## src/rtl/usart_pkg.sv

```systemverilog
package usart_pkg;
  localparam logic [7:0] ADDR_DATA = 8'h00;
  localparam logic [7:0] ADDR_CTRL = 8'h04;
  localparam logic [7:0] ADDR_STATUS = 8'h08;
  localparam logic [7:0] ADDR_DIV_LOW = 8'h0C;
  localparam logic [7:0] ADDR_DIV_HIGH = 8'h10;
  localparam int DIV_WIDTH = 12;
  localparam int CTRL_RX_EN = 0;
  localparam int CTRL_TX_EN = 1;
  localparam int CTRL_DOUBLE = 2;
  localparam int CTRL_SYNC = 3;
  localparam int CTRL_PIN_DIR = 4;
  localparam int CTRL_POL = 5;
  localparam int CTRL_STOP2 = 6;
  localparam int CTRL_PAR_EN = 7;
  localparam int CTRL_PAR_ODD = 8;
  localparam int CTRL_SIZE_LSB = 9;
  localparam int CTRL_POWER_CUT = 12;
  localparam logic [12:0] CTRL_RESET = 13'h1000;
  localparam logic [3:0] RATIO_NORMAL = 4'hF;
  localparam logic [3:0] RATIO_DOUBLE = 4'h7;
  localparam logic [3:0] RATIO_SYNC = 4'h1;
  typedef enum logic [1:0] {
    MODE_ASYNC = 2'b00,
    MODE_DOUBLE = 2'b01,
    MODE_MASTER = 2'b10,
    MODE_SLAVE = 2'b11
  } clock_mode_e;
  typedef struct packed {
    logic [8:0] data;
    logic frameError;
    logic overrun;
    logic parityError;
  } rx_entry_s;
endpackage
```

## src/rtl/baud_if.sv

```systemverilog
`timescale 1ns/1ps
`default_nettype none
interface baud_if;
  import usart_pkg::*;
  logic [11:0] divisor;
  logic reload;
  logic enable;
  logic tick;
  modport gen (input divisor, input reload, input enable, output tick);
  modport user (output divisor, output reload, output enable, input tick);
endinterface
`default_nettype wire

```

## src/rtl/baud_generator.sv

```systemverilog
`timescale 1ns/1ps
`default_nettype none
module baud_generator (
  input wire logic clock,
  input wire logic rst_b,
  baud_if.gen bus
);
  import usart_pkg::*;
  typedef struct packed {
    logic [DIV_WIDTH-1:0] count;
    logic tick;
  } state_s;
  state_s state;
  state_s next_state;
  always_comb begin
    next_state = state;
    next_state.tick = 1'b0;
    if (!bus.enable || bus.reload) begin
      next_state.count = bus.divisor;
    end else if (state.count == '0) begin
      next_state.count = bus.divisor;
      next_state.tick = 1'b1;
    end else begin
      next_state.count = state.count - 1'b1;
    end
  end
  always_ff @(posedge clock or negedge rst_b) begin
    if (!rst_b) begin
      state <= '0;
    end else begin
      state <= next_state;
    end
  end
  assign bus.tick = state.tick;
endmodule
`default_nettype wire

```

## src/rtl/usart_core.sv

```systemverilog
`timescale 1ns/1ps
`default_nettype none
module usart_core (
  input wire logic clock,
  input wire logic rst_b,
  input wire logic [7:0] s_axi_awaddr,
  input wire logic s_axi_awvalid,
  output logic s_axi_awready,
  input wire logic [31:0] s_axi_wdata,
  input wire logic [3:0] s_axi_wstrb,
  input wire logic s_axi_wvalid,
  output logic s_axi_wready,
  output logic [1:0] s_axi_bresp,
  output logic s_axi_bvalid,
  input wire logic s_axi_bready,
  input wire logic [7:0] s_axi_araddr,
  input wire logic s_axi_arvalid,
  output logic s_axi_arready,
  output logic [31:0] s_axi_rdata,
  output logic [1:0] s_axi_rresp,
  output logic s_axi_rvalid,
  input wire logic s_axi_rready,
  input wire logic rxd,
  output logic txd,
  input wire logic transferClockIn,
  output logic transferClockOut,
  output logic transferClockOe_b,
  output logic txCompleteEvent,
  output logic dataEmptyEvent,
  output logic rxCompleteEvent
);
  import usart_pkg::*;
  typedef enum logic [1:0] {
    TX_IDLE = 2'b00,
    TX_SHIFT = 2'b01
  } tx_state_e;
  typedef enum logic [1:0] {
    RX_IDLE = 2'b00,
    RX_SHIFT = 2'b01,
    RX_HOLD = 2'b10
  } rx_state_e;
  typedef struct packed {
    logic awTaken;
    logic wTaken;
    logic [7:0] awAddr;
    logic [31:0] wData;
    logic [3:0] wStrb;
    logic bValid;
    logic rValid;
    logic [31:0] rData;
    logic [12:0] ctrl;
    logic [7:0] divLow;
    logic [3:0] divHigh;
    logic txBufFull;
    logic [8:0] txBuf;
    tx_state_e txState;
    logic [12:0] txShift;
    logic [3:0] txBits;
    logic [3:0] txPhase;
    logic txLine;
    logic txDone;
    rx_state_e rxState;
    logic [3:0] rxPhase;
    logic [3:0] rxBits;
    logic [11:0] rxShift;
    logic rxParity;
    rx_entry_s rxHold;
    rx_entry_s [1:0] fifo;
    logic rxHead;
    logic [1:0] rxCount;
    logic rxPendingOverrun;
    logic rxDone;
    logic clkOut;
    logic clkSync0;
    logic clkSync1;
    logic clkPrev;
  } state_s;
  state_s state;
  state_s next_state;
  baud_if baud ();
  baud_generator baudGen (.clock(clock), .rst_b(rst_b), .bus(baud));
  logic powered;
  logic syncMode;
  clock_mode_e mode;
  logic [3:0] ratio;
  logic [3:0] dataBits;
  logic bitTick;
  logic sampleTick;
  logic slaveRise;
  logic slaveFall;
  logic wrFire;
  logic rdFire;
  logic [7:0] rdAddr;
  logic txParity;
  logic txWrite;
  logic [12:0] txMask;
  logic [12:0] txFrame;
  assign powered = !state.ctrl[CTRL_POWER_CUT];
  assign syncMode = state.ctrl[CTRL_SYNC];
  always_comb begin
    if (!syncMode) begin
      mode = state.ctrl[CTRL_DOUBLE] ? MODE_DOUBLE : MODE_ASYNC;
    end else begin
      mode = state.ctrl[CTRL_PIN_DIR] ? MODE_MASTER : MODE_SLAVE;
    end
  end
  always_comb begin
    unique case (mode)
      MODE_ASYNC: ratio = RATIO_NORMAL;
      MODE_DOUBLE: ratio = RATIO_DOUBLE;
      MODE_MASTER: ratio = RATIO_SYNC;
      MODE_SLAVE: ratio = RATIO_SYNC;
    endcase
  end
  assign dataBits = 4'h5 + {1'b0, state.ctrl[CTRL_SIZE_LSB+2:CTRL_SIZE_LSB]};
  // a low byte write reloads with the byte being written, not the stale one
  assign baud.divisor = baud.reload ? {state.divHigh, state.wData[7:0]} : {state.divHigh, state.divLow};
  assign baud.enable = powered;
  assign wrFire = state.awTaken && state.wTaken && !state.bValid;
  assign baud.reload = wrFire && state.awAddr == ADDR_DIV_LOW && state.wStrb[0];
  assign txWrite = wrFire && state.awAddr == ADDR_DATA && state.wStrb[0] && powered;
  // slave edges come from the second stage only, two cycles behind the pin
  assign slaveRise = state.clkSync1 && !state.clkPrev;
  assign slaveFall = !state.clkSync1 && state.clkPrev;
  always_comb begin
    bitTick = 1'b0;
    sampleTick = 1'b0;
    if (mode == MODE_SLAVE) begin
      bitTick = state.ctrl[CTRL_POL] ? slaveFall : slaveRise;
      sampleTick = state.ctrl[CTRL_POL] ? slaveRise : slaveFall;
    end else if (mode == MODE_MASTER) begin
      bitTick = baud.tick && (state.clkOut == state.ctrl[CTRL_POL]);
      sampleTick = baud.tick && (state.clkOut != state.ctrl[CTRL_POL]);
    end else begin
      bitTick = baud.tick && state.txPhase == 4'h0;
      sampleTick = baud.tick;
    end
  end
  always_comb begin
    txParity = ^(state.txBuf & ((9'h001 << dataBits) - 9'h001)) ^ state.ctrl[CTRL_PAR_ODD];
    // data first, parity right above it, ones beyond for the stop bits
    txMask = (13'h0001 << dataBits) - 13'h0001;
    txFrame = ({4'h0, state.txBuf} & txMask) | ~txMask;
    if (state.ctrl[CTRL_PAR_EN] && !txParity) begin
      txFrame = txFrame & ~(13'h0001 << dataBits);
    end
  end
  assign rdFire = s_axi_arvalid && !state.rValid;
  assign rdAddr = s_axi_araddr;
  always_comb begin
    next_state = state;
    next_state.txDone = 1'b0;
    next_state.rxDone = 1'b0;
    if (s_axi_awvalid && !state.awTaken) begin
      next_state.awTaken = 1'b1;
      next_state.awAddr = s_axi_awaddr;
    end
    if (s_axi_wvalid && !state.wTaken) begin
      next_state.wTaken = 1'b1;
      next_state.wData = s_axi_wdata;
      next_state.wStrb = s_axi_wstrb;
    end
    if (state.bValid && s_axi_bready) begin
      next_state.bValid = 1'b0;
    end
    if (state.rValid && s_axi_rready) begin
      next_state.rValid = 1'b0;
    end
    if (wrFire) begin
      next_state.awTaken = 1'b0;
      next_state.wTaken = 1'b0;
      next_state.bValid = 1'b1;
      unique case (state.awAddr)
        ADDR_CTRL: begin
          if (state.wStrb[0]) next_state.ctrl[7:0] = state.wData[7:0];
          if (state.wStrb[1]) next_state.ctrl[12:8] = state.wData[12:8];
        end
        ADDR_DIV_LOW: if (state.wStrb[0]) next_state.divLow = state.wData[7:0];
        ADDR_DIV_HIGH: if (state.wStrb[0]) next_state.divHigh = state.wData[3:0];
        ADDR_DATA: begin
          if (state.wStrb[0] && powered) begin
            next_state.txBuf = {state.wData[8], state.wData[7:0]};
            next_state.txBufFull = 1'b1;
          end
        end
        default: ;
      endcase
    end
    if (rdFire) begin
      next_state.rValid = 1'b1;
      unique case (rdAddr)
        ADDR_DATA: begin
          next_state.rData = {23'h0, state.fifo[state.rxHead].data};
          if (state.rxCount != 2'h0) begin
            next_state.rxHead = ~state.rxHead;
            next_state.rxCount = state.rxCount - 2'h1;
          end
        end
        ADDR_CTRL: next_state.rData = {19'h0, state.ctrl};
        ADDR_STATUS: next_state.rData = {24'h0, state.rxCount != 2'h0, !state.txBufFull, state.txState == TX_IDLE,
          state.fifo[state.rxHead].frameError, state.fifo[state.rxHead].overrun,
          state.fifo[state.rxHead].parityError, state.fifo[state.rxHead].data[8], 1'b0};
        ADDR_DIV_LOW: next_state.rData = {24'h0, state.divLow};
        ADDR_DIV_HIGH: next_state.rData = {28'h0, state.divHigh};
        default: next_state.rData = 32'h0;
      endcase
    end
    next_state.clkSync0 = transferClockIn;
    next_state.clkSync1 = state.clkSync0;
    next_state.clkPrev = state.clkSync1;
    if (mode == MODE_MASTER && baud.tick) begin
      next_state.clkOut = ~state.clkOut;
    end
    // transmitter: one bit per bitTick, further divided in async modes
    if (syncMode == 1'b0 && baud.tick) begin
      next_state.txPhase = (state.txPhase == 4'h0) ? ratio : state.txPhase - 4'h1;
    end
    unique case (state.txState)
      TX_IDLE: begin
        next_state.txLine = 1'b1;
        if (state.txBufFull && state.ctrl[CTRL_TX_EN] && powered && bitTick) begin
          next_state.txBits = dataBits + 4'h1 + {3'h0, state.ctrl[CTRL_PAR_EN]} + {3'h0, state.ctrl[CTRL_STOP2]};
          next_state.txLine = 1'b0;
          next_state.txShift = txFrame;
          // a write in the same cycle refills the buffer: the set wins
          next_state.txBufFull = txWrite;
          next_state.txState = TX_SHIFT;
        end
      end
      TX_SHIFT: begin
        if (bitTick) begin
          next_state.txLine = state.txShift[0];
          next_state.txShift = {1'b1, state.txShift[12:1]};
          if (state.txBits == 4'h0) begin
            next_state.txDone = 1'b1;
            next_state.txLine = 1'b1;
            if (state.txBufFull) begin
              next_state.txLine = 1'b0;
              next_state.txShift = txFrame;
              next_state.txBits = dataBits + 4'h1 + {3'h0, state.ctrl[CTRL_PAR_EN]} + {3'h0, state.ctrl[CTRL_STOP2]};
              next_state.txBufFull = txWrite;
            end else begin
              next_state.txState = TX_IDLE;
            end
          end else begin
            next_state.txBits = state.txBits - 4'h1;
          end
        end
      end
      default: next_state.txState = TX_IDLE;
    endcase
    // receiver: async waits half a bit after the start edge, sync samples each sampleTick
    unique case (state.rxState)
      RX_IDLE, RX_HOLD: begin
        if (state.ctrl[CTRL_RX_EN] && powered && sampleTick && !rxd) begin
          // the held character is lost only if the queue cannot take it now
          if (state.rxState == RX_HOLD && next_state.rxCount == 2'h2) begin
            next_state.rxPendingOverrun = 1'b1;
          end
          next_state.rxState = RX_SHIFT;
          next_state.rxPhase = syncMode ? 4'h0 : {1'b0, ratio[3:1]};
          // sync has no mid-bit wait: the detecting sample is the start bit itself
          next_state.rxBits = dataBits + {3'h0, state.ctrl[CTRL_PAR_EN]} + (syncMode ? 4'h0 : 4'h1);
          next_state.rxShift = '0;
          next_state.rxParity = state.ctrl[CTRL_PAR_ODD];
        end
      end
      RX_SHIFT: begin
        if (sampleTick) begin
          next_state.rxPhase = (state.rxPhase == 4'h0) ? (syncMode ? 4'h0 : ratio) : state.rxPhase - 4'h1;
          if (state.rxPhase == 4'h0) begin
            next_state.rxBits = state.rxBits - 4'h1;
            // a start that is high again at mid-bit was a glitch: drop it
            if (!syncMode && state.rxBits == dataBits + {3'h0, state.ctrl[CTRL_PAR_EN]} + 4'h1 && rxd) begin
              next_state.rxState = RX_IDLE;
            end else if (state.rxBits == 4'h0) begin
              next_state.rxHold.data = 9'(state.rxShift >> (4'hC - dataBits - {3'h0, state.ctrl[CTRL_PAR_EN]}));
              next_state.rxHold.frameError = !rxd;
              next_state.rxHold.parityError = state.ctrl[CTRL_PAR_EN] && state.rxParity;
              next_state.rxHold.overrun = state.rxPendingOverrun;
              next_state.rxPendingOverrun = 1'b0;
              next_state.rxState = RX_HOLD;
            end else begin
              next_state.rxShift = {rxd, state.rxShift[11:1]};
              next_state.rxParity = state.rxParity ^ rxd;
            end
          end
        end
      end
      default: next_state.rxState = RX_IDLE;
    endcase
    if (state.rxState == RX_HOLD && next_state.rxCount != 2'h2) begin
      next_state.fifo[state.rxHead ^ next_state.rxCount[0] ^ (next_state.rxHead != state.rxHead)] = state.rxHold;
      next_state.rxCount = next_state.rxCount + 2'h1;
      next_state.rxDone = 1'b1;
      if (next_state.rxState == RX_HOLD) next_state.rxState = RX_IDLE;
    end
    if (!powered) begin
      next_state.txState = TX_IDLE;
      next_state.rxState = RX_IDLE;
      next_state.txLine = 1'b1;
    end
  end
  always_ff @(posedge clock or negedge rst_b) begin
    if (!rst_b) begin
      state <= '0;
      state.ctrl <= CTRL_RESET;
      state.txLine <= 1'b1;
    end else begin
      state <= next_state;
    end
  end
  assign s_axi_awready = !state.awTaken;
  assign s_axi_wready = !state.wTaken;
  assign s_axi_bvalid = state.bValid;
  assign s_axi_bresp = 2'b00;
  assign s_axi_arready = !state.rValid;
  assign s_axi_rvalid = state.rValid;
  assign s_axi_rdata = state.rData;
  assign s_axi_rresp = 2'b00;
  assign txd = state.txLine;
  // pin is released in async modes and in slave mode
  assign transferClockOut = state.clkOut;
  assign transferClockOe_b = !(mode == MODE_MASTER && powered);
  assign txCompleteEvent = state.txDone;
  assign dataEmptyEvent = !state.txBufFull && powered;
  assign rxCompleteEvent = state.rxCount != 2'h0;
endmodule
`default_nettype wire

```

## config.mk

```make
export PLATFORM = sky130hd
export DESIGN_NAME = usart_core
export DESIGN_NICKNAME = d
export VERILOG_FILES = /design/src/rtl/usart_pkg.sv /design/src/rtl/baud_if.sv /design/src/rtl/baud_generator.sv /design/src/rtl/usart_core.sv
export SDC_FILE = /design/constraint.sdc
export NUM_CORES = 1
export LEC_CHECK = 0
export ABC_AREA = 1
export BUFFER_PORTS_ARGS = -buffer_cell sky130_fd_sc_hd__buf_4
export CAP_MARGIN = 20
export CORE_ASPECT_RATIO = 2
export CORE_MARGIN = 3
export CORE_UTILIZATION = 60
export CTS_CLUSTER_DIAMETER = 150
export DETAILED_ROUTE_END_ITERATION = 8
export GPL_TIMING_DRIVEN = 1
export HOLD_SLACK_MARGIN = 0.05
export PLACE_DENSITY = 0.81
export SLEW_MARGIN = 20
export SYNTH_ARGS = -nofsm -noshare
export SYNTH_HDL_FRONTEND = slang
export SYNTH_SLANG_ARGS = --single-unit
```

## constraint.sdc

```tcl
create_clock -name clock -period 5 [get_ports clock]
set_clock_uncertainty 0.05 [all_clocks]
set_input_delay 0.5 -clock clock [delete_from_list [all_inputs] [get_ports clock]]
set_output_delay 0.5 -clock clock [all_outputs]
set_load 0.005 [all_outputs]
```

==> reports/summary.md, run 1 <==
The run finished with clean final reports. Pin placement for this block handled 108 I/O pins. The HPWL after detailed placement is 18700 um.

The floorplan step defined a die boundary enclosing 18200 sq um. VDD sags by at most 240 uV. nand2_1 is the most common cell in the netlist. The cell area that synthesis handed to floorplanning was 9940 sq um. The commonest cells after synthesis are nand2_1, dfrtp_1, inv_1. Post-CTS repair changed the size of 0 cells. By area the synthesized netlist is led by dfrtp_1, nand2_1, o21ai_0, inv_1, nand3_1. The final routed wirelength across all metal layers was 24600 um. Summed over all cells, the static leakage comes to 5.36 nW. Library cell contributing the largest single delay on the critical path: dfrtp_1. For this run, the number of standard cells in the final layout without fillers is 1505. Most repeated library cell on the critical path: nand2_1.

Summed over its instances, the top area cell type makes up 44.6% of the synthesized netlist area. The first global-routing pass estimated 40200 um of wire. TritonCTS built the clock tree. The floorplan step defined a core boundary enclosing 16300 sq um. The worst setup path is captured at a flip-flop.

Cell taking the most area after synthesis: dfrtp_1. In this run, synthesis inferred 0 flip-flops with an integrated enable. Post-CTS timing repair inserted 0 buffers for setup. The fraction of the cycle the final worst path needs came out at 76.5%. The worst path needs 3.82 ns of the cycle, external delays included. Number of antenna violations at the first check in global routing: 0. The worst register-to-register path ends at state[78]. Latest clock arrival within the worst-skew pair: 0.44 ns. Traced cell by cell, the critical path runs through inv_1, ha_1, nand4_1, ha_1, nor2_1, inv_1, nand3_1, nand2_1, nand3_1, nand2_1, nand2_1, nand3_1, nand3_1, nand2_1, nand2_2, nand3_2, nand2_1, nand3_1, nand2_1, nand2_1. The final net count is 1377.

The most used flip-flop cell after synthesis is dfrtp_1. Of all flip-flops after synthesis, the portion carrying an async set or reset was 100%. Synthesis handed over a netlist of 1250 instances.

Averaged over all synthesized cells, the footprint is 7.95 sq um. The worst register-to-register path has a depth of 20. Setup repair after global routing left no endpoint under its margin.

The height of the die is 188 um, and the setup-violating endpoint count in the final report is 0. Data on the critical path is required at its endpoint by 5.27 ns. The tools report the number of distinct library cells after synthesis as 57.

Number of warning messages in the yosys log: 0. The number of input and output port buffers inserted is 63, and the fraction of layout cells with a size suffix above 1 is 11.3%. The slew at the pin closest to its max-slew limit works out to 0.999 ns. For this run, design rule violations remaining after detail routing come to 0. The via density per instance works out to 5.55. Hold is met by 0.121 ns. The starting density of the core was 61.1%; the detailed-route via count was 8349.

The area growth from synthesis to layout is 9.77%. The maximum clock frequency was 0.262 GHz. The logs give 0 for the overflow left after global routing and 66 for the count of standard-cell rows. The tool flagged a number of max-cap violations equal to 0.

The tools report the global placer's final weighted congestion as 0.911. Counting every sink on the clock net gives 179. Counting flops and latches in the post-synthesis netlist gives 179. Before antenna repair, the detailed router went through 5 iterations. The portion of the post-synthesis area used by sequential elements is 45.1%, and the longest individual stage delay on the worst path is 0.51 ns. The worst setup path is of the flip-flop to flip-flop kind. The buffer depth of the longest clock path came out at 2. The count of nets left with antenna violations once routing finished came out at 0.

Following the worst setup path forward leads to its endpoint at state[78]. The via count of the first global-routing pass came out at 8391. The routed wire length per instance came out at 16.3 um. Type of the worst min-delay path: input port to flip-flop.

Clock-pin slew was measured on the worst setup and hold paths at 0.07 ns. The setup slack of the worst register-to-register path was 1.18 ns. The number of hold buffers added after CTS was 0. Headroom to the max-slew limit came out at 33.3%. From left edge to right edge, the die measures 97 um. Entering global routing, the biggest net connects 102 pins. CTS built an H-tree with a depth of 4. The master cell of the clock root buffer is clkbuf_16. The critical path starts at state[124]. For the worst setup path, the data arrival time is 4.10 ns. The tools report the number of pins exceeding their max-slew limit in the final report as 0. Clock tree synthesis inserted a total of 17 buffers. The first-iteration detailed-routing DRC count came out at 448. The power density normalized to cell area was 406 nW/um^2. The highest net fanout along the worst path is 13. Global routing used 27.7% of the available tracks across all layers. The sum of negative setup slack is 0 ns.

The worst register-to-register path begins at state[124]. The worst setup path is launched from a flip-flop. The number of antenna diodes in the final layout is 0. After detailed placement, the design holds a cell count of 1473. The number of endpoints with negative hold slack in the final report is 0.
==> logic make-up (layout without fill, tap and decap cells) <==
logic type      count (synthesis)  count (layout)  share of synthesized area, %
simple gates                  499             499                          21.5
mux                            10              10                          1.11
fa+ha+maj                      28              28                          3.60
compound gates                270             270                          15.5
buf+inv                       237             266                          10.6
flops                         179             179                          45.1
xor+xnor                       26              26                          2.44
other cells                     1              23                        0.0377
==> metrics by stage <==
step	cell area [sq um]	power [mW]	setup slack [ns]	utilization [%]
after floorplan	10000	2.78	2.00	-
after global placement	10400	3.11	1.13	63.7
after detailed placement	10400	3.15	0.951	63.7
after CTS	10900	4.43	1.22	67.1
after global routing	10900	4.70	0.784	67.1
final	10900	4.42	1.18	67.1
==> where the power goes <==
| part | switching, mW | internal [mW] |
|---|---|---|
| logic | 0.821 | 0.477 |
| clock network | 0.613 | 0.653 |
| registers | 0.181 | 1.68 |
| total | 1.61 | 2.81 |
==> placed cells by master (no fill, tap or decap), types with 17 or more instances in the layout <==
master	synthesis	final
nand2_1	291	291
dfrtp_1	177	177
inv_1	162	162
o21ai_0	142	142
nor2_1	88	88
nand3_1	69	69
buf_4	39	63
a21oi_1	59	59
ha_1	27	27
conb_1	1	23
clkbuf_16	0	17
==> registers in the layout, summed over array words and instances, names as in the netlist <==
| register | count |
|---|---|
| baudGen.bus.tick | 1 |
| s_axi_rvalid | 1 |
| state | 146 |
| next_state | 2 |
| transferClockOut | 1 |
| s_axi_bvalid | 1 |
| baudGen.state | 12 |
| txCompleteEvent | 1 |
| s_axi_rdata | 13 |
| txd | 1 |
==> layer usage <==
layer	track usage [%]	part of all wire, %	vias to the layer above
met5	0	0	-
met2	52.9	56	208
li1	-	-	4098
met3	3.87	3.2	85
met1	26.8	34	3958
met4	18.4	6.5	0
==> worst max-delay path, delay by kind of cell (launching register included) <==
family | cells | cell delay [ns]
buffers and inverters | 2 | 0.29
DFF | 1 | 0.51
and+or+nand+nor | 16 | 2.16
adders and majority gates | 2 | 0.68
==> how the worst min path moves through the flow <==
stage                     cells past startpoint               end       startpoint  slack [ns]
after floorplan                               0  baudGen.bus.tick            rst_b        0.15
after global placement                        0     next_state[0]    next_state[1]        0.28
after detailed placement                      0     next_state[0]    next_state[1]        0.28
after CTS                                     1     next_state[1]  transferClockIn        0.11
after global routing                          1     next_state[1]  transferClockIn        0.11
final                                         1     next_state[1]  transferClockIn        0.12
==> layout make-up <==
class,count,area [sq um]
Fill cell,1360,5360
Sequential cell,179,4480
Multi-Input combinational cell,856,4480
Inverter,169,634
Timing Repair Buffer,65,504
Clock buffer,18,429
Tap cell,204,255
Clock inverter,14,123
Power figures use the tool's default switching activity.
==> inputs of run 2 (changes only) <==
ABC_AREA = 0   (was 1)
CORE_UTILIZATION = 54   (was 60)
PLACE_DENSITY = 0.77   (was 0.81)
clock period = 3.4 ns   (was 5 ns; I/O delays follow)
==> run 2 against run 1 <==
Global-route usage shrank 1.6 points. Critical path depth shrank 9. Sequential power grew 50%. First-iteration DRC count grew 4.7%. Synthesized cell count shrank 19%. Largest power group unchanged. Highest routed layer unchanged.
==> reports/summary.md, run 2 <==
The flow ran to the end, and the final reports show no timing, DRC or antenna violations. The commonest cells after synthesis are dfrtp_1, mux2_2, nand2_1. The run gives 3.60 ns (-0.50 ns) as the data arrival time of the worst path. The most common flop cell mapped by yosys was dfrtp_1. HPWL after detailed placement: 19500 um (+4.3%). For the instance count after placement with tap cells included, the log shows 1277 (-13%).

Number of warning messages in the yosys log: 0 (unchanged). dfrtp_1 takes more of the synthesized area than any other cell. The leakage power was 5.26 nW (-1.8%); the count of maximum capacitance violations was 0 (unchanged).

For the final net count, the log shows 1173 (-15%). The number of remaining DRC errors is 0 (unchanged). The fraction of the cycle the final worst path needs is 97.5% (+21 points).

The height of the die was 199 um (+5.9%); the TritonCTS buffer count was 17 (unchanged). First-iteration detailed-routing DRC count: 469 (+4.7%). The number of levels in the clock H-tree is 4 (unchanged), and the number of distinct library cells after synthesis is 75 (+32%). The tree is rooted in a clkbuf_16. For the global placer's final weighted congestion, the log shows 0.927 (+1.8%). The flip-flop count of the largest register, all copies and words added was 146 (unchanged); the first-pass GRT wire length was 40800 um (+1.5%). The worst slew margin relative to its limit is 32.3% (-1.0 points), and the iteration count of the initial detailed-routing pass is 6 (+1).

The worst setup path is launched from a flip-flop. The via density per instance was 6.04 (+8.9%). The run gives 70 (+6.1%) as the count of standard-cell rows. The minimum period implied by the final worst setup slack was 3.32 ns (-0.509 ns); the via count of the first global-routing pass was 8017 (-4.5%). The top cell types in the final layout, fill and taps aside, are dfrtp_1, buf_4, mux2_2, nand2_1, o21ai_0. Category of the worst setup path capture point: a flip-flop.

The clock edge transition at the registers on the reported setup and hold paths was 0.07 ns (about the same). Fraction of layout cells with a size suffix above 1: 25.4% (+14 points). The wire length on met2 is 13900 um (+1.1%). The setup-violating endpoint count in the final report came out at 0 (unchanged).

The most common cell in the synthesized netlist is dfrtp_1. The full die area is 20400 sq um (+12%). By area the synthesized netlist is led by dfrtp_1, mux2_2, o21ai_0, ha_1, nand2_1.

The top-area cell type share of the netlist area was 44.0% (-0.61 points). The logs give 10100 sq um (+1.4%) for the netlist area before placement and 0 (unchanged) for the number of pins exceeding their max-slew limit in the final report. Die width: 103 um (+5.8%). For the peak supply drop, the log shows 322 uV (+34%). The gate count of the mapped netlist was 1007 (-19%). The tools report the largest net degree at the start of global routing as 60 (-41%). Number of antenna violations at the first check in global routing: 0 (unchanged). The buffer depth of the longest clock path is 2 (unchanged), and the number of input and output port buffers inserted is 63 (unchanged). For the final core utilization, the log shows 63.1% (-3.9 points).

The total global-route track usage came out at 26.1% (-1.6 points). Setup repair after global routing could not meet its margin everywhere. Area inside the core boundary: 18300 sq um (+13%). The power density normalized to cell area was 559 nW/um^2 (+38%); the layout overhead on the synthesized area was 14.7%. The latest clock arrival within the worst-skew pair is 0.43 ns (about the same), and the starting density of the core is 55.0% (-6.0 points). The sum of routed wire segments on met1 came out at 8990 um (+6.7%). The number of buffers added for setup after CTS is 0 (unchanged), and the top-level port count is 108 (unchanged).

The logs give 7933 (-5.0%) for the detailed-route via count and 0 (unchanged) for the number of endpoints with negative hold slack in the final report. The highest net fanout along the worst path works out to 14 (+1). The tools report the portion of the post-synthesis area used by sequential elements as 44.5% (-0.62 points).

The run gives 0 (unchanged) as the overflow left after global routing. The critical path data required time was 3.68 ns (-1.59 ns); the number of clock sinks seen by CTS was 179 (unchanged). The logs give 0 (unchanged) for the remaining antenna violation count and 1070 um (+34%) for the met3 routed wirelength. The routed wire length per instance came out at 19.6 um (+20%).

The most common library cell in the layout ignoring fill and taps was dfrtp_1. The fraction of synthesis flops using an asynchronous set or reset pin came out at 100% (unchanged). The register bit total from synthesis was 179 (unchanged). The register with the most flip-flops in the final layout is state. For the maximum clock frequency, the log shows 0.302 GHz (+15%). The setup slack of the worst register-to-register path was 0.08 ns (-1.09 ns). The highest routing layer actually used is met4.

The average cell area after synthesis works out to 10.0 sq um (+26%). TritonCTS built the clock tree. The slew at the pin closest to its max-slew limit is 1.01 ns (+0.0116 ns). The type of the worst min-delay path was input port to flip-flop.

The number of antenna cells inserted was 0 (unchanged); the number of flops mapped to enable cells by yosys was 0 (unchanged). Final instance count without filler cells: 1313 (-13%). The setup path with the least slack is of type flip-flop to flip-flop. For the final routed wirelength across all metal layers, the log shows 25700 um (+4.5%).
-- run 2: worst max-delay path: stages (launching register included) --
cell and delay [ns]:
dfrtp_2 0.42, buf_4 0.15, ha_1 0.27, buf_12 0.18, and2_1 0.13, o21bai_1 0.33, o31ai_1 0.12, a311oi_1 0.30
xnor3_2 0.58, xor2_4 0.25, nand2_1 0.17, a311oi_1 0.28
-- run 2: cells by family (layout without fill, tap and decap cells) --
group	after synthesis	count (layout)	synth area share (%)
and+or+nand+nor	288	288	14.0
AOI/OAI and AO/OA	220	220	14.1
xor gates and xnor gates	37	37	3.83
muxes	121	121	13.5
buffers and inverters	133	201	6.50
DFF	179	179	44.5
adders and majority gates	28	28	3.55
other	1	23	0.0372
-- run 2: final timing paths --
path                                    end  cells past startpoint          start
max                               state[89]                     11     state[124]
min in group asynchronous  baudGen.state[9]                      2          rst_b
max in group asynchronous        state[127]                      3          rst_b
max reg2reg                       state[89]                     11     state[124]
min reg2reg                   next_state[0]                      0  next_state[1]
min                              state[206]                      2   s_axi_wvalid
-- run 2: cell type report --
type,count,area [sq um]
clock buffer,17,425
clock inverter,15,165
fill,1469,6750
inverter,48,180
multi-input combinational,717,5070
sequential,179,4480
tap,216,270
timing repair buffer,121,960
-- run 2: power by group --
group          total, mW  internal, mW  switching [mW]
combinational       1.68         0.788           0.887
sequential          2.79          2.44           0.352
clock               1.99          1.05           0.940
total               6.45          4.28            2.18
-- run 2: what timing repair did --
item	in CTS	in global routing
gates resized for setup	0	8
endpoints found under the setup margin	0	22
hold buffers	4	0
endpoints found under the hold margin	58	0
-- run 2: through the flow --
stage,TNS (ns),total power [mW],hold WS [ns],setup WS [ns],instance area [sq um]
after CTS,0,6.44,0.0648,0.0605,11500
final,0,6.45,0.0755,0.0847,11600
after global placement,0,4.37,0.284,0.0594,10900
after global routing,-0.0201,6.75,0.0722,-0.0151,11600
after detailed placement,0,4.44,0.296,0.00991,10900
after floorplan,-0.0543,3.84,-0.00559,-0.0543,10200
-- run 2: metal layers --
| layer | GRT usage (%) | vias up |
|---|---|---|
| met2 | 46.7 | 251 |
| met3 | 4.02 | 85 |
| li1 | - | 3696 |
| met4 | 16.9 | 0 |
| met5 | 0 | - |
| met1 | 27.5 | 3901 |
